**config.mk**
```make
export PLATFORM = sky130hd
export DESIGN_NAME = arj_regs
export DESIGN_NICKNAME = d
export VERILOG_FILES = /design/src/pkg/arj_pkg.sv /design/src/verilog/arj_pack.sv /design/src/verilog/arj_regs.sv
export VERILOG_INCLUDE_DIRS = /design/src /design/src/pkg
export SDC_FILE = /design/constraint.sdc
export NUM_CORES = 1
export LEC_CHECK = 0
export BUFFER_PORTS_ARGS = -buffer_cell sky130_fd_sc_hd__buf_4
export CAP_MARGIN = 20
export CORE_MARGIN = 5
export CORE_UTILIZATION = 50
export DETAILED_ROUTE_END_ITERATION = 12
export GPL_TIMING_DRIVEN = 0
export PLACE_DENSITY = 0.8
export SLEW_MARGIN = 20
export SYNTH_ARGS = -nofsm -noshare
export SYNTH_HDL_FRONTEND = slang
export SYNTH_SLANG_ARGS = --single-unit
```
**constraint.sdc**
```tcl
create_clock -name clk_i -period 1.75 [get_ports clk_i]
set_input_delay 0 -clock clk_i [delete_from_list [all_inputs] [get_ports clk_i]]
set_output_delay 0 -clock clk_i [all_outputs]
set_load 0.02 [all_outputs]
```
**src/pkg/arj_cfg.svh**
```systemverilog
// register offsets, field positions, reset values and widths of the result justify block
`ifndef ARJ_CFG_SVH
`define ARJ_CFG_SVH

// ****************************************
// register byte offsets
// ****************************************
`define ARJ_OFF_CTRL         4'h0
`define ARJ_OFF_RESULT_HIGH  4'h4
`define ARJ_OFF_RESULT_LOW   4'h8
`define ARJ_OFF_STATUS       4'hC

// ****************************************
// field positions
// ****************************************
`define ARJ_CTRL_JUSTIFY_BIT 0
`define ARJ_STAT_DONE_BIT    0
`define ARJ_STAT_OVR_BIT     1
`define ARJ_STAT_CNT_LSB     16
`define ARJ_STAT_CNT_MSB     31

// ****************************************
// widths and reset values
// ****************************************
`define ARJ_RESULT_W         10
`define ARJ_CNT_W            16
`define ARJ_RST_JUSTIFY      1'b0
`define ARJ_RST_FLAG         1'b0
`define ARJ_RST_CNT          16'h0000
`define ARJ_RST_WORD         32'h0000_0000

`endif

```
**src/pkg/arj_pkg.sv**
```systemverilog
// types shared by the result justify block
package arj_pkg;

  // justification choice held in the control register
  typedef enum logic {
    ARJ_LEFT  = 1'b0,
    ARJ_RIGHT = 1'b1
  } arj_justify_t;

  // complete state of the register bank
  typedef struct packed {
    logic         justify;
    logic         done;
    logic         overrun;
    logic [7:0]   res_hi;
    logic [7:0]   res_lo;
    logic [15:0]  conv_cnt;
    logic         ack;
    logic [31:0]  rdata;
  } arj_state_t;

endpackage

```
**src/verilog/arj_pack.sv**
```systemverilog
// packs a 10-bit conversion result into the high and low result bytes
`timescale 1ns/1ps
`default_nettype none

module arj_pack
  import arj_pkg::*;
(
  // conversion input
  input  wire logic [9:0] result_i,
  input  wire logic       justify_i,
  // packed bytes
  output logic      [7:0] high_o,
  output logic      [7:0] low_o
);

  // ****************************************
  // byte placement
  // ****************************************
  always_comb begin
    if (justify_i == ARJ_RIGHT) begin
      high_o = {6'h00, result_i[9:8]};
      low_o  = result_i[7:0];
    end else begin
      high_o = result_i[9:2];
      low_o  = {result_i[1:0], 6'h00};
    end
  end

endmodule

`default_nettype wire

```
**src/verilog/arj_regs.sv**
```systemverilog
// result byte registers of a 10-bit converter with left or right justification
//
// Behaviour
// - left: high byte holds result nine..two
// - left: low byte top two bits hold one..zero
// - right: high byte low bits hold nine..eight
// - right: low byte holds result seven..zero
`timescale 1ns/1ps
`default_nettype none
`include "arj_cfg.svh"

module arj_regs
  import arj_pkg::*;
(
  // clock and reset
  input  wire logic        clk_i,
  input  wire logic        rst_i,
  // wishbone slave
  input  wire logic        cyc_i,
  input  wire logic        stb_i,
  input  wire logic        we_i,
  input  wire logic [3:0]  adr_i,
  input  wire logic [3:0]  sel_i,
  input  wire logic [31:0] dat_i,
  output logic      [31:0] dat_o,
  output logic             ack_o,
  // converter core
  input  wire logic        conv_done_i,
  input  wire logic [9:0]  conversion_result_i,
  output logic             result_justify_select_o,
  // result bytes as seen by the core side
  output logic      [7:0]  result_high_byte_o,
  output logic      [7:0]  result_low_byte_o
);

  // ****************************************
  // state
  // ****************************************
  arj_state_t state_ff;
  arj_state_t nxt_state;

  logic [7:0] packed_hi;
  logic [7:0] packed_lo;
  logic       bus_req;
  logic       bus_wr;
  logic       wr_lane0;
  logic [31:0] rd_word;

  // ****************************************
  // result packing
  // ****************************************
  arj_pack u_pack (
    .result_i  (conversion_result_i),
    .justify_i (state_ff.justify),
    .high_o    (packed_hi),
    .low_o     (packed_lo)
  );

  // ****************************************
  // bus decode
  // ****************************************
  // a write commits on the edge where the master samples ack
  assign bus_req  = cyc_i & stb_i;
  assign bus_wr   = bus_req & we_i & state_ff.ack;
  assign wr_lane0 = bus_wr & sel_i[0];

  // unmapped offsets read as zero and are acked like any other
  always_comb begin
    rd_word = `ARJ_RST_WORD;
    case (adr_i)
      `ARJ_OFF_CTRL: begin
        rd_word[`ARJ_CTRL_JUSTIFY_BIT] = state_ff.justify;
      end
      `ARJ_OFF_RESULT_HIGH: begin
        rd_word[7:0] = state_ff.res_hi;
      end
      `ARJ_OFF_RESULT_LOW: begin
        rd_word[7:0] = state_ff.res_lo;
      end
      `ARJ_OFF_STATUS: begin
        rd_word[`ARJ_STAT_DONE_BIT] = state_ff.done;
        rd_word[`ARJ_STAT_OVR_BIT]  = state_ff.overrun;
        rd_word[`ARJ_STAT_CNT_MSB:`ARJ_STAT_CNT_LSB] = state_ff.conv_cnt;
      end
      default: begin
        rd_word = `ARJ_RST_WORD;
      end
    endcase
  end

  // ****************************************
  // next state
  // ****************************************
  always_comb begin
    nxt_state = state_ff;

    // one-cycle ack, dropped in the cycle after it was given
    nxt_state.ack = bus_req & ~state_ff.ack;
    if (bus_req & ~state_ff.ack) begin
      nxt_state.rdata = rd_word;
    end

    // software writes, low byte lane only
    if (wr_lane0) begin
      case (adr_i)
        `ARJ_OFF_CTRL: begin
          nxt_state.justify = dat_i[`ARJ_CTRL_JUSTIFY_BIT];
        end
        `ARJ_OFF_RESULT_HIGH: begin
          nxt_state.res_hi = dat_i[7:0];
        end
        `ARJ_OFF_RESULT_LOW: begin
          nxt_state.res_lo = dat_i[7:0];
        end
        `ARJ_OFF_STATUS: begin
          // write one to clear
          if (dat_i[`ARJ_STAT_DONE_BIT]) begin
            nxt_state.done = `ARJ_RST_FLAG;
          end
          if (dat_i[`ARJ_STAT_OVR_BIT]) begin
            nxt_state.overrun = `ARJ_RST_FLAG;
          end
        end
        default: begin
          nxt_state.justify = state_ff.justify;
        end
      endcase
    end

    // a completing conversion wins over a software write in the same cycle
    // completion writes results
    if (conv_done_i) begin
      nxt_state.res_hi   = packed_hi;
      nxt_state.res_lo   = packed_lo;
      nxt_state.done     = 1'b1;
      nxt_state.conv_cnt = state_ff.conv_cnt + 16'h0001;
      if (state_ff.done) begin
        nxt_state.overrun = 1'b1;
      end
    end

    // results survive reset
    // only control, status and bus state is reset; the result bytes keep whatever they held
    if (rst_i) begin
      nxt_state.justify  = `ARJ_RST_JUSTIFY;
      nxt_state.done     = `ARJ_RST_FLAG;
      nxt_state.overrun  = `ARJ_RST_FLAG;
      nxt_state.conv_cnt = `ARJ_RST_CNT;
      nxt_state.ack      = 1'b0;
      nxt_state.rdata    = `ARJ_RST_WORD;
    end
  end

  // no power-on value: result bytes start unknown as the real cells do
  always_ff @(posedge clk_i) begin
    state_ff <= nxt_state;
  end

  // ****************************************
  // outputs
  // ****************************************
  assign dat_o                   = state_ff.rdata;
  assign ack_o                   = state_ff.ack;
  assign result_justify_select_o = state_ff.justify;
  assign result_high_byte_o      = state_ff.res_hi;
  assign result_low_byte_o       = state_ff.res_lo;

  // ****************************************
  // assertions
  // ****************************************
  property p_left_high;
    @(posedge clk_i) disable iff (rst_i)
      (conv_done_i && !state_ff.justify)
      |=> (result_high_byte_o == $past(conversion_result_i[9:2]));
  endproperty
  a_left_high: assert property (p_left_high)
    else $error("left high byte does not hold result bits nine to two");

  property p_left_low;
    @(posedge clk_i) disable iff (rst_i)
      (conv_done_i && !state_ff.justify)
      |=> (result_low_byte_o[7:6] == $past(conversion_result_i[1:0]))
          && (result_low_byte_o[5:0] == 6'h00);
  endproperty
  a_left_low: assert property (p_left_low)
    else $error("left low byte top bits wrong");

  property p_right_high;
    @(posedge clk_i) disable iff (rst_i)
      (conv_done_i && state_ff.justify)
      |=> ({result_high_byte_o[7:2], result_high_byte_o[1:0]}
           == {6'h00, $past(conversion_result_i[9:8])});
  endproperty
  a_right_high: assert property (p_right_high)
    else $error("right high byte does not hold result bits nine and eight");

  property p_right_low;
    @(posedge clk_i) disable iff (rst_i)
      (conv_done_i && state_ff.justify)
      |=> (result_low_byte_o == $past(conversion_result_i[7:0]));
  endproperty
  a_right_low: assert property (p_right_low)
    else $error("right low byte does not hold result bits seven to zero");

  logic res_wr_hit;
  assign res_wr_hit = wr_lane0
                      && ((adr_i == `ARJ_OFF_RESULT_HIGH) || (adr_i == `ARJ_OFF_RESULT_LOW));

  // armed once a conversion has landed since reset; before that the bytes may be unknown
  property p_hold;
    @(posedge clk_i) disable iff (rst_i)
      (state_ff.conv_cnt != `ARJ_RST_CNT) && !conv_done_i && !res_wr_hit
      |=> $stable(result_high_byte_o) && $stable(result_low_byte_o);
  endproperty
  a_hold: assert property (p_hold)
    else $error("result bytes changed without completion or write");

  property p_done_count;
    @(posedge clk_i) disable iff (rst_i)
      conv_done_i
      |=> state_ff.done && (state_ff.conv_cnt == $past(state_ff.conv_cnt) + 16'h0001);
  endproperty
  a_done_count: assert property (p_done_count)
    else $error("completion did not set done or advance the count");

  property p_ack_pulse;
    @(posedge clk_i) disable iff (rst_i)
      (bus_req && !ack_o) |=> ack_o ##1 !ack_o;
  endproperty
  a_ack_pulse: assert property (p_ack_pulse)
    else $error("ack is not a single cycle answer one cycle after request");

  // reset clears every control bit and both bus outputs
  property p_reset_clear;
    @(posedge clk_i)
      rst_i
      |=> !ack_o && (dat_o == `ARJ_RST_WORD)
          && (result_justify_select_o == `ARJ_RST_JUSTIFY)
          && (state_ff.done == `ARJ_RST_FLAG) && (state_ff.overrun == `ARJ_RST_FLAG)
          && (state_ff.conv_cnt == `ARJ_RST_CNT);
  endproperty
  a_reset_clear: assert property (p_reset_clear)
    else $error("reset left control state or bus outputs set");

  // ack only ever answers a request
  property p_ack_needs_req;
    @(posedge clk_i) disable iff (rst_i)
      !bus_req |=> !ack_o;
  endproperty
  a_ack_needs_req: assert property (p_ack_needs_req)
    else $error("ack raised without a request");

  // read data only moves when a request is taken, read or write alike
  property p_rdata_hold;
    @(posedge clk_i) disable iff (rst_i)
      !(bus_req && !ack_o) |=> $stable(dat_o);
  endproperty
  a_rdata_hold: assert property (p_rdata_hold)
    else $error("read data changed without a taken request");

  // a taken read of the high byte returns it in the low lane
  property p_read_high;
    @(posedge clk_i) disable iff (rst_i)
      (bus_req && !ack_o && (adr_i == `ARJ_OFF_RESULT_HIGH))
      |=> (dat_o == {24'h00_0000, $past(result_high_byte_o)});
  endproperty
  a_read_high: assert property (p_read_high)
    else $error("high byte read returned the wrong word");

  // a committed control write lands in the justify bit
  property p_ctrl_write;
    @(posedge clk_i) disable iff (rst_i)
      (wr_lane0 && (adr_i == `ARJ_OFF_CTRL))
      |=> (result_justify_select_o == $past(dat_i[`ARJ_CTRL_JUSTIFY_BIT]));
  endproperty
  a_ctrl_write: assert property (p_ctrl_write)
    else $error("control write did not set the justify bit");

  // lane zero off: the write is acked but must not reach the control bit
  property p_lane_off;
    @(posedge clk_i) disable iff (rst_i)
      (bus_wr && !sel_i[0])
      |=> $stable(result_justify_select_o);
  endproperty
  a_lane_off: assert property (p_lane_off)
    else $error("write without lane zero changed the justify bit");

  // writing one to done clears it unless a completion lands too
  property p_done_clear;
    @(posedge clk_i) disable iff (rst_i)
      (wr_lane0 && (adr_i == `ARJ_OFF_STATUS) && dat_i[`ARJ_STAT_DONE_BIT] && !conv_done_i)
      |=> !state_ff.done;
  endproperty
  a_done_clear: assert property (p_done_clear)
    else $error("done survived a write one to clear");

  // a completion while done is still set flags an overrun
  property p_overrun_set;
    @(posedge clk_i) disable iff (rst_i)
      (conv_done_i && state_ff.done) |=> state_ff.overrun;
  endproperty
  a_overrun_set: assert property (p_overrun_set)
    else $error("completion over an unread result did not flag overrun");

endmodule

`default_nettype wire
```
==> metrics, run 1 <==
run status finished, final reports clean; Synth Instances 313; HPWL after detailed placement 5.18 mm; dpl cell area around 3700 sq um; number of synthesized flops with an enable pin 16; CTS tree built; gr usage total between 20 and 25%; Pre-antenna DRT Iters 4; Non-Filler Instances 499; Worst Setup End Kind flip-flop; post-synthesis cell type count 45; Die Y 87.7 um; first-pass GRT wire length 12.1 mm; Die W 87.7 um; Port Buffer Count between 60 and 70; # H-tree levels 3; Overflow after GRT 0; Via density approximately 5.3; fillers 462; FP Rows 28; maxcap violations 0; Hold Path Class in -> reg; Reg clk slew, reported paths 0.07 ns; Routed Antenna Nets 0; Worst-Skew Late Latency 0.33 ns; #FFs+latches synth 60; Iter 0 DRT Violations 197; synth top area cells dfxtp_1 29%, edfxtp_1 16%, buf_4 12%, a21oi_1 4.0%, a22o_1 3.5%; skew final 0.0118 ns; Die Area 7690 sq um; Tcrit/Tclk final a little over nine tenths; layout cells sized above 1 36.4%; TritonCTS buffer count 9; I/O pin count 106; GP Congestion 0.856; via count approximately 2600; Pwr Density 785 nW/um^2; pre-CTS setup slack 0.0968 ns; final net count 475; Root Driver clkbuf_8; setup bufs post-CTS 0; synthesized area around 3000 sq um; Worst Path Required between 1.5 and 2 ns; top cell type by total area after synthesis dfxtp_1; final setup violation count 0; R2R Setup Slk 0.09 ns; Final Cell Area 4050 sq um; CTS sink cnt 60; largest net degree at the start of global routing 11; Worst-Margin Slew 0.746 ns; Final min period about 1.7 ns; WS Path Type reg -> reg; initial antenna violation count 1; gr busiest metal met2; crit-path max FO 8; placed instance count between 400 and 500; total wire length 7.72 mm; Final Hold Fails 0; GR Util met3 approximately 4.7%; ys flop type dfxtp_1; Leakage 1.72 nW; drt drc 0; DR WL/cell 15.5 um; Worst Setup Start Kind flip-flop; Starting Density 51.3%; Synth-to-Final Area Change 34.1%; Core ar. 5890 sq um; Data arrival, critical path between 1.5 and 2 ns; Yosys top cell area share 29.2%; number of global-route vias before repair 2502; Peak VDD IR 478 uV; headroom to the max-slew limit 50.1%; asr flop ratio synth 0%; Fmax 604 MHz; post-synthesis sequential area ratio 45.1%; syn_area_per_cell ~9.6 sq um; grt met2 use 33.6%; Max Slew Vio Count 0; RSZ-0062 raised after global routing no; Ys Warns 0; clk buf depth 2; met1 usage between 20% and 30%; setup TNS 0 ns; PnR worst setup slack roughly 0.094 ns
-- where the power goes --
| part | switching [W] | leakage (nW) | internal (W) |
|---|---|---|---|
| logic | 0.000209 | 1.09 | 0.000201 |
| clock network | 0.000540 | 0.107 | 0.000732 |
| registers | 0.0000284 | 0.522 | 0.00146 |
-- Yosys cell counts, types with 5 or more instances --
cell       n
nand4_1    5
nor4_1     5
a221oi_1   8
nand2_1   21
mux2_2     8
a21oi_1   24
clkbuf_1   9
edfxtp_1  16
nor3_1     9
mux2i_1    6
dfxtp_1   44
buf_4     50
a22o_1    12
nand3_1   20
nor2_1    20
nor2b_1    5
-- registers in the layout, summed over array words and instances (netlist names) --
register                 flops
state_ff                    18
result_low_byte_o            8
ack_o                        1
dat_o                       24
result_justify_select_o      1
result_high_byte_o           8
-- cell type report --
class / count / area [sq um] / area share [%]
diodes: 1 / 2.50 / 0.0618
plain buffers: 66 / 463 / 11.4
multi-input cells: 191 / 1210 / 30.0
flip-flops and latches: 60 / 1360 / 33.6
clock buffers: 12 / 155 / 3.83
repair buffers: 87 / 698 / 17.3
clock inverters: 4 / 46.3 / 1.14
inverters: 3 / 11.3 / 0.278
well taps: 75 / 93.8 / 2.32
-- layout by cell type (no fill, tap or decap), drive strengths merged, types with 4 or more instances in the layout --
master	netlist	final
or4	4	4
nand4	6	6
clkbuf	9	21
a221oi	8	8
dlygate4sd3	0	18
nand3	20	20
mux2	8	8
nor2b	5	5
o2bb2ai	4	4
conb	1	8
nor2	20	20
o31ai	4	4
a21oi	24	24
nor4	5	5
nand2	21	21
edfxtp	16	16
nor3	10	10
a22o	12	12
dfxtp	44	44
mux2i	6	6
buf	57	126
-- timing repair --
item                                    4_1_cts  5_1_grt
endpoints found under the setup margin        0        9
hold endpoints to repair                     19        0
gates resized for setup                       0        1
hold buffers                                 18        0
-- cells by family after synthesis --
family	share of synthesized area, %
simple gates	18.8
buf+inv	15.7
compound gates	14.0
flops	45.1
mux	4.98
xor+xnor	0.871
fa+ha+maj	0.415
other cells	0.124
-- metal layers --
| layer | routed length [um] | vias to the layer above |
|---|---|---|
| li1 | - | 1291 |
| met1 | 3260 | 1222 |
| met2 | 3690 | 112 |
| met3 | 529 | 17 |
| met4 | 234 | 0 |
| met5 | 0 | - |
-- worst paths after layout --
check        startpoint              endpoint  cells past startpoint
max               ack_o  result_low_byte_o[0]                      3
min               rst_i          state_ff[46]                      3
max reg2reg       ack_o  result_low_byte_o[0]                      3
min reg2reg   dat_o[24]             dat_o[24]                      2
-- critical path, stage by stage, from the launching register on --
cell	delay, ns
dfxtp_1	0.37
nand4_1	0.23
nor2_1	0.29
a21o_1	0.41
-- stage by stage --
stage	hold slack [ns]	power [W]	util, %
6_report	0.0608	0.00318	68.8
5_1_grt	0.0543	0.00328	68.8
4_1_cts	0.0511	0.00317	68.6
3_5_place_dp	0.229	0.00189	62.1
3_3_place_gp	0.223	0.00188	62.1
2_1_floorplan	0.107	0.00174	-
(Power assumes the default switching activity.)
==> run 2, diff against run 1 <==
--- a/config.mk
+++ b/config.mk
@@ -13,6 +13,7 @@
 export DETAILED_ROUTE_END_ITERATION = 12
 export GPL_TIMING_DRIVEN = 0
 export PLACE_DENSITY = 0.8
+export RECOVER_POWER = 50
 export SLEW_MARGIN = 20
 export SYNTH_ARGS = -nofsm -noshare
 export SYNTH_HDL_FRONTEND = slang
==> run 2 against run 1 <==
Die area is the same. Sequential share of layout area grew 0.93 points. Clock power is essentially flat. Global-route usage is the same. Critical path depth is the same. Core utilization shrank 1.8 points. Hold slack gained 0.024 ns. Setup slack gained 0.016 ns. Design area shrank 2.7%. Combinational power shrank 4%. Largest cell class unchanged. Highest routed layer unchanged.
==> metrics, run 2 (synthesis gave the netlist of run 1 again) <==
fillers 478; Pre-antenna DRT Iters 5; commonest cells after routing, fill and taps aside 76 x buf_4, 44 x dfxtp_1, 38 x clkbuf_1; Leakage 1.59 nW; # H-tree levels 3; final setup violation count 0; Synth-to-Final Area Change 30.5%; Crit path max-delay family simple AND/OR/NAND/NOR gates; Data arrival, critical path between 1.5 and 2 ns; CTS tree built; clk buf depth 2; initial antenna violation count 1; Final min period about 1.6 ns; WS Path Type reg -> reg; Crit. Startpoint ack_o; Worst Setup Start Kind flip-flop; Worst Setup End Kind flip-flop; TritonCTS buffer count 9; Worst Hold Slack 0.0846 ns; total wire length 7.73 mm; Reg clk slew, reported paths about 0.060 ns; area occupied by multi-input gates 1210 sq um; critical-path cell list nand4_1 -> nor2_1 -> a21o_1; Routed Antenna Nets 0; min-delay src adr_i[2]; Root Driver clkbuf_8; gr usage total slightly above 20%; maxcap violations 0; first-pass GRT wire length 12.1 mm; layout cells sized above 1 29.8%; Overflow after GRT 0; Via density 5.38; FP Rows 28; grt met2 use about a third; max reg flops 24; Hold Path Class in -> reg; Iter 0 DRT Violations 223; Non-Filler Instances approximately 500; Core ar. between 5000 and 6000 sq um; Starting Density 51.3%; CP max-delay cell a21o_1; placed instance count 464; met1 usage 25.1%; HPWL after detailed placement a little over 5 mm; I/O pin count 106; Pwr Density ~800 nW/um^2; Max Slew Vio Count 0; Final Hold Fails 0; run status finished, final reports clean; Die Y between 80 and 90 um; final net count 475; headroom to the max-slew limit 51.0%; CTS sink cnt 60; register area roughly 1400 sq um; commonest non-fill, non-tap cell in the layout buf_4; RSZ-0062 raised after global routing no; drt drc 0; GR Util met3 about 4.7%; number of global-route vias before repair 2502; DR WL/cell 15.5 um; via count 2683; GP Congestion 0.856; Die Area 7690 sq um; Worst Path Required approximately 1.7 ns; Port Buffer Count 69; Peak VDD IR 479 uV; setup TNS 0 ns; Pwr Total 0.00316 W; Worst-Margin Slew 0.733 ns; crit-path max cell delay approximately 0.40 ns; Die W 87.7 um; Fmax slightly above 600 MHz; skew final 0.0114 ns; R2R Path Start ack_o; Tcrit/Tclk final 93.7%; crit-path max FO 8; gr busiest metal met2; Worst-Skew Late Latency 0.33 ns; largest net degree at the start of global routing 11; Buf/Inv on CP 0
==> run 2: final cells by class <==
| cell class | count | share of cell area, % |
|---|---|---|
| buffer | 66 | 11.6 |
| antenna | 1 | 0.0636 |
| timing repair buffer | 87 | 15.2 |
| multi-input combinational | 191 | 30.9 |
| inverter | 3 | 0.286 |
| clock inverter | 4 | 1.18 |
| tap | 75 | 2.38 |
| sequential | 60 | 34.6 |
| clock buffer | 12 | 3.94 |
==> run 2: final timing paths <==
check             cells past startpoint                       to  slack (ns)
setup / recovery                      3     result_low_byte_o[0]        0.11
hold / removal                        3  result_justify_select_o        0.08
hold reg to reg                       2                dat_o[24]        0.45
setup reg to reg                      3     result_low_byte_o[0]        0.11
==> run 2: through the flow <==
step           worst slack (ns)  area, sq um  util (%)
6_report                  0.110         3940      66.9
5_1_grt                  0.0190         3940      66.9
4_1_cts                  0.0845         4040      68.6
3_5_place_dp             0.0968         3660      62.1
3_3_place_gp              0.152         3660      62.1
2_1_floorplan             0.329         3040         -
==> run 2: repair_timing <==
item / in CTS / in global routing
hold buffers: 18 / 0
setup endpoints to repair: 0 / 9
hold endpoints to repair: 19 / 0
resized for setup: 0 / 1
buffers inserted: 0 / 0
==> run 2: layer usage <==
layer	vias to the layer above	wire length (um)
li1	1291	-
met1	1237	3230
met2	131	3650
met3	24	586
met4	0	253
met5	-	0
==> run 2: where the power goes <==
part,total (W),internal (W),switching [W]
Combinational,0.000396,0.000187,0.000209
Clock,0.00127,0.000732,0.000542
Sequential,0.00149,0.00146,0.0000279
Total,0.00316,0.00238,0.000779
==> run 2: tightest hold or removal path: cells and delay by family <==
kind	cells	cell delay [ns]
AND/OR/NAND/NOR	1	0.08
multiplexers	1	0.13
buffers and inverters	1	0.13
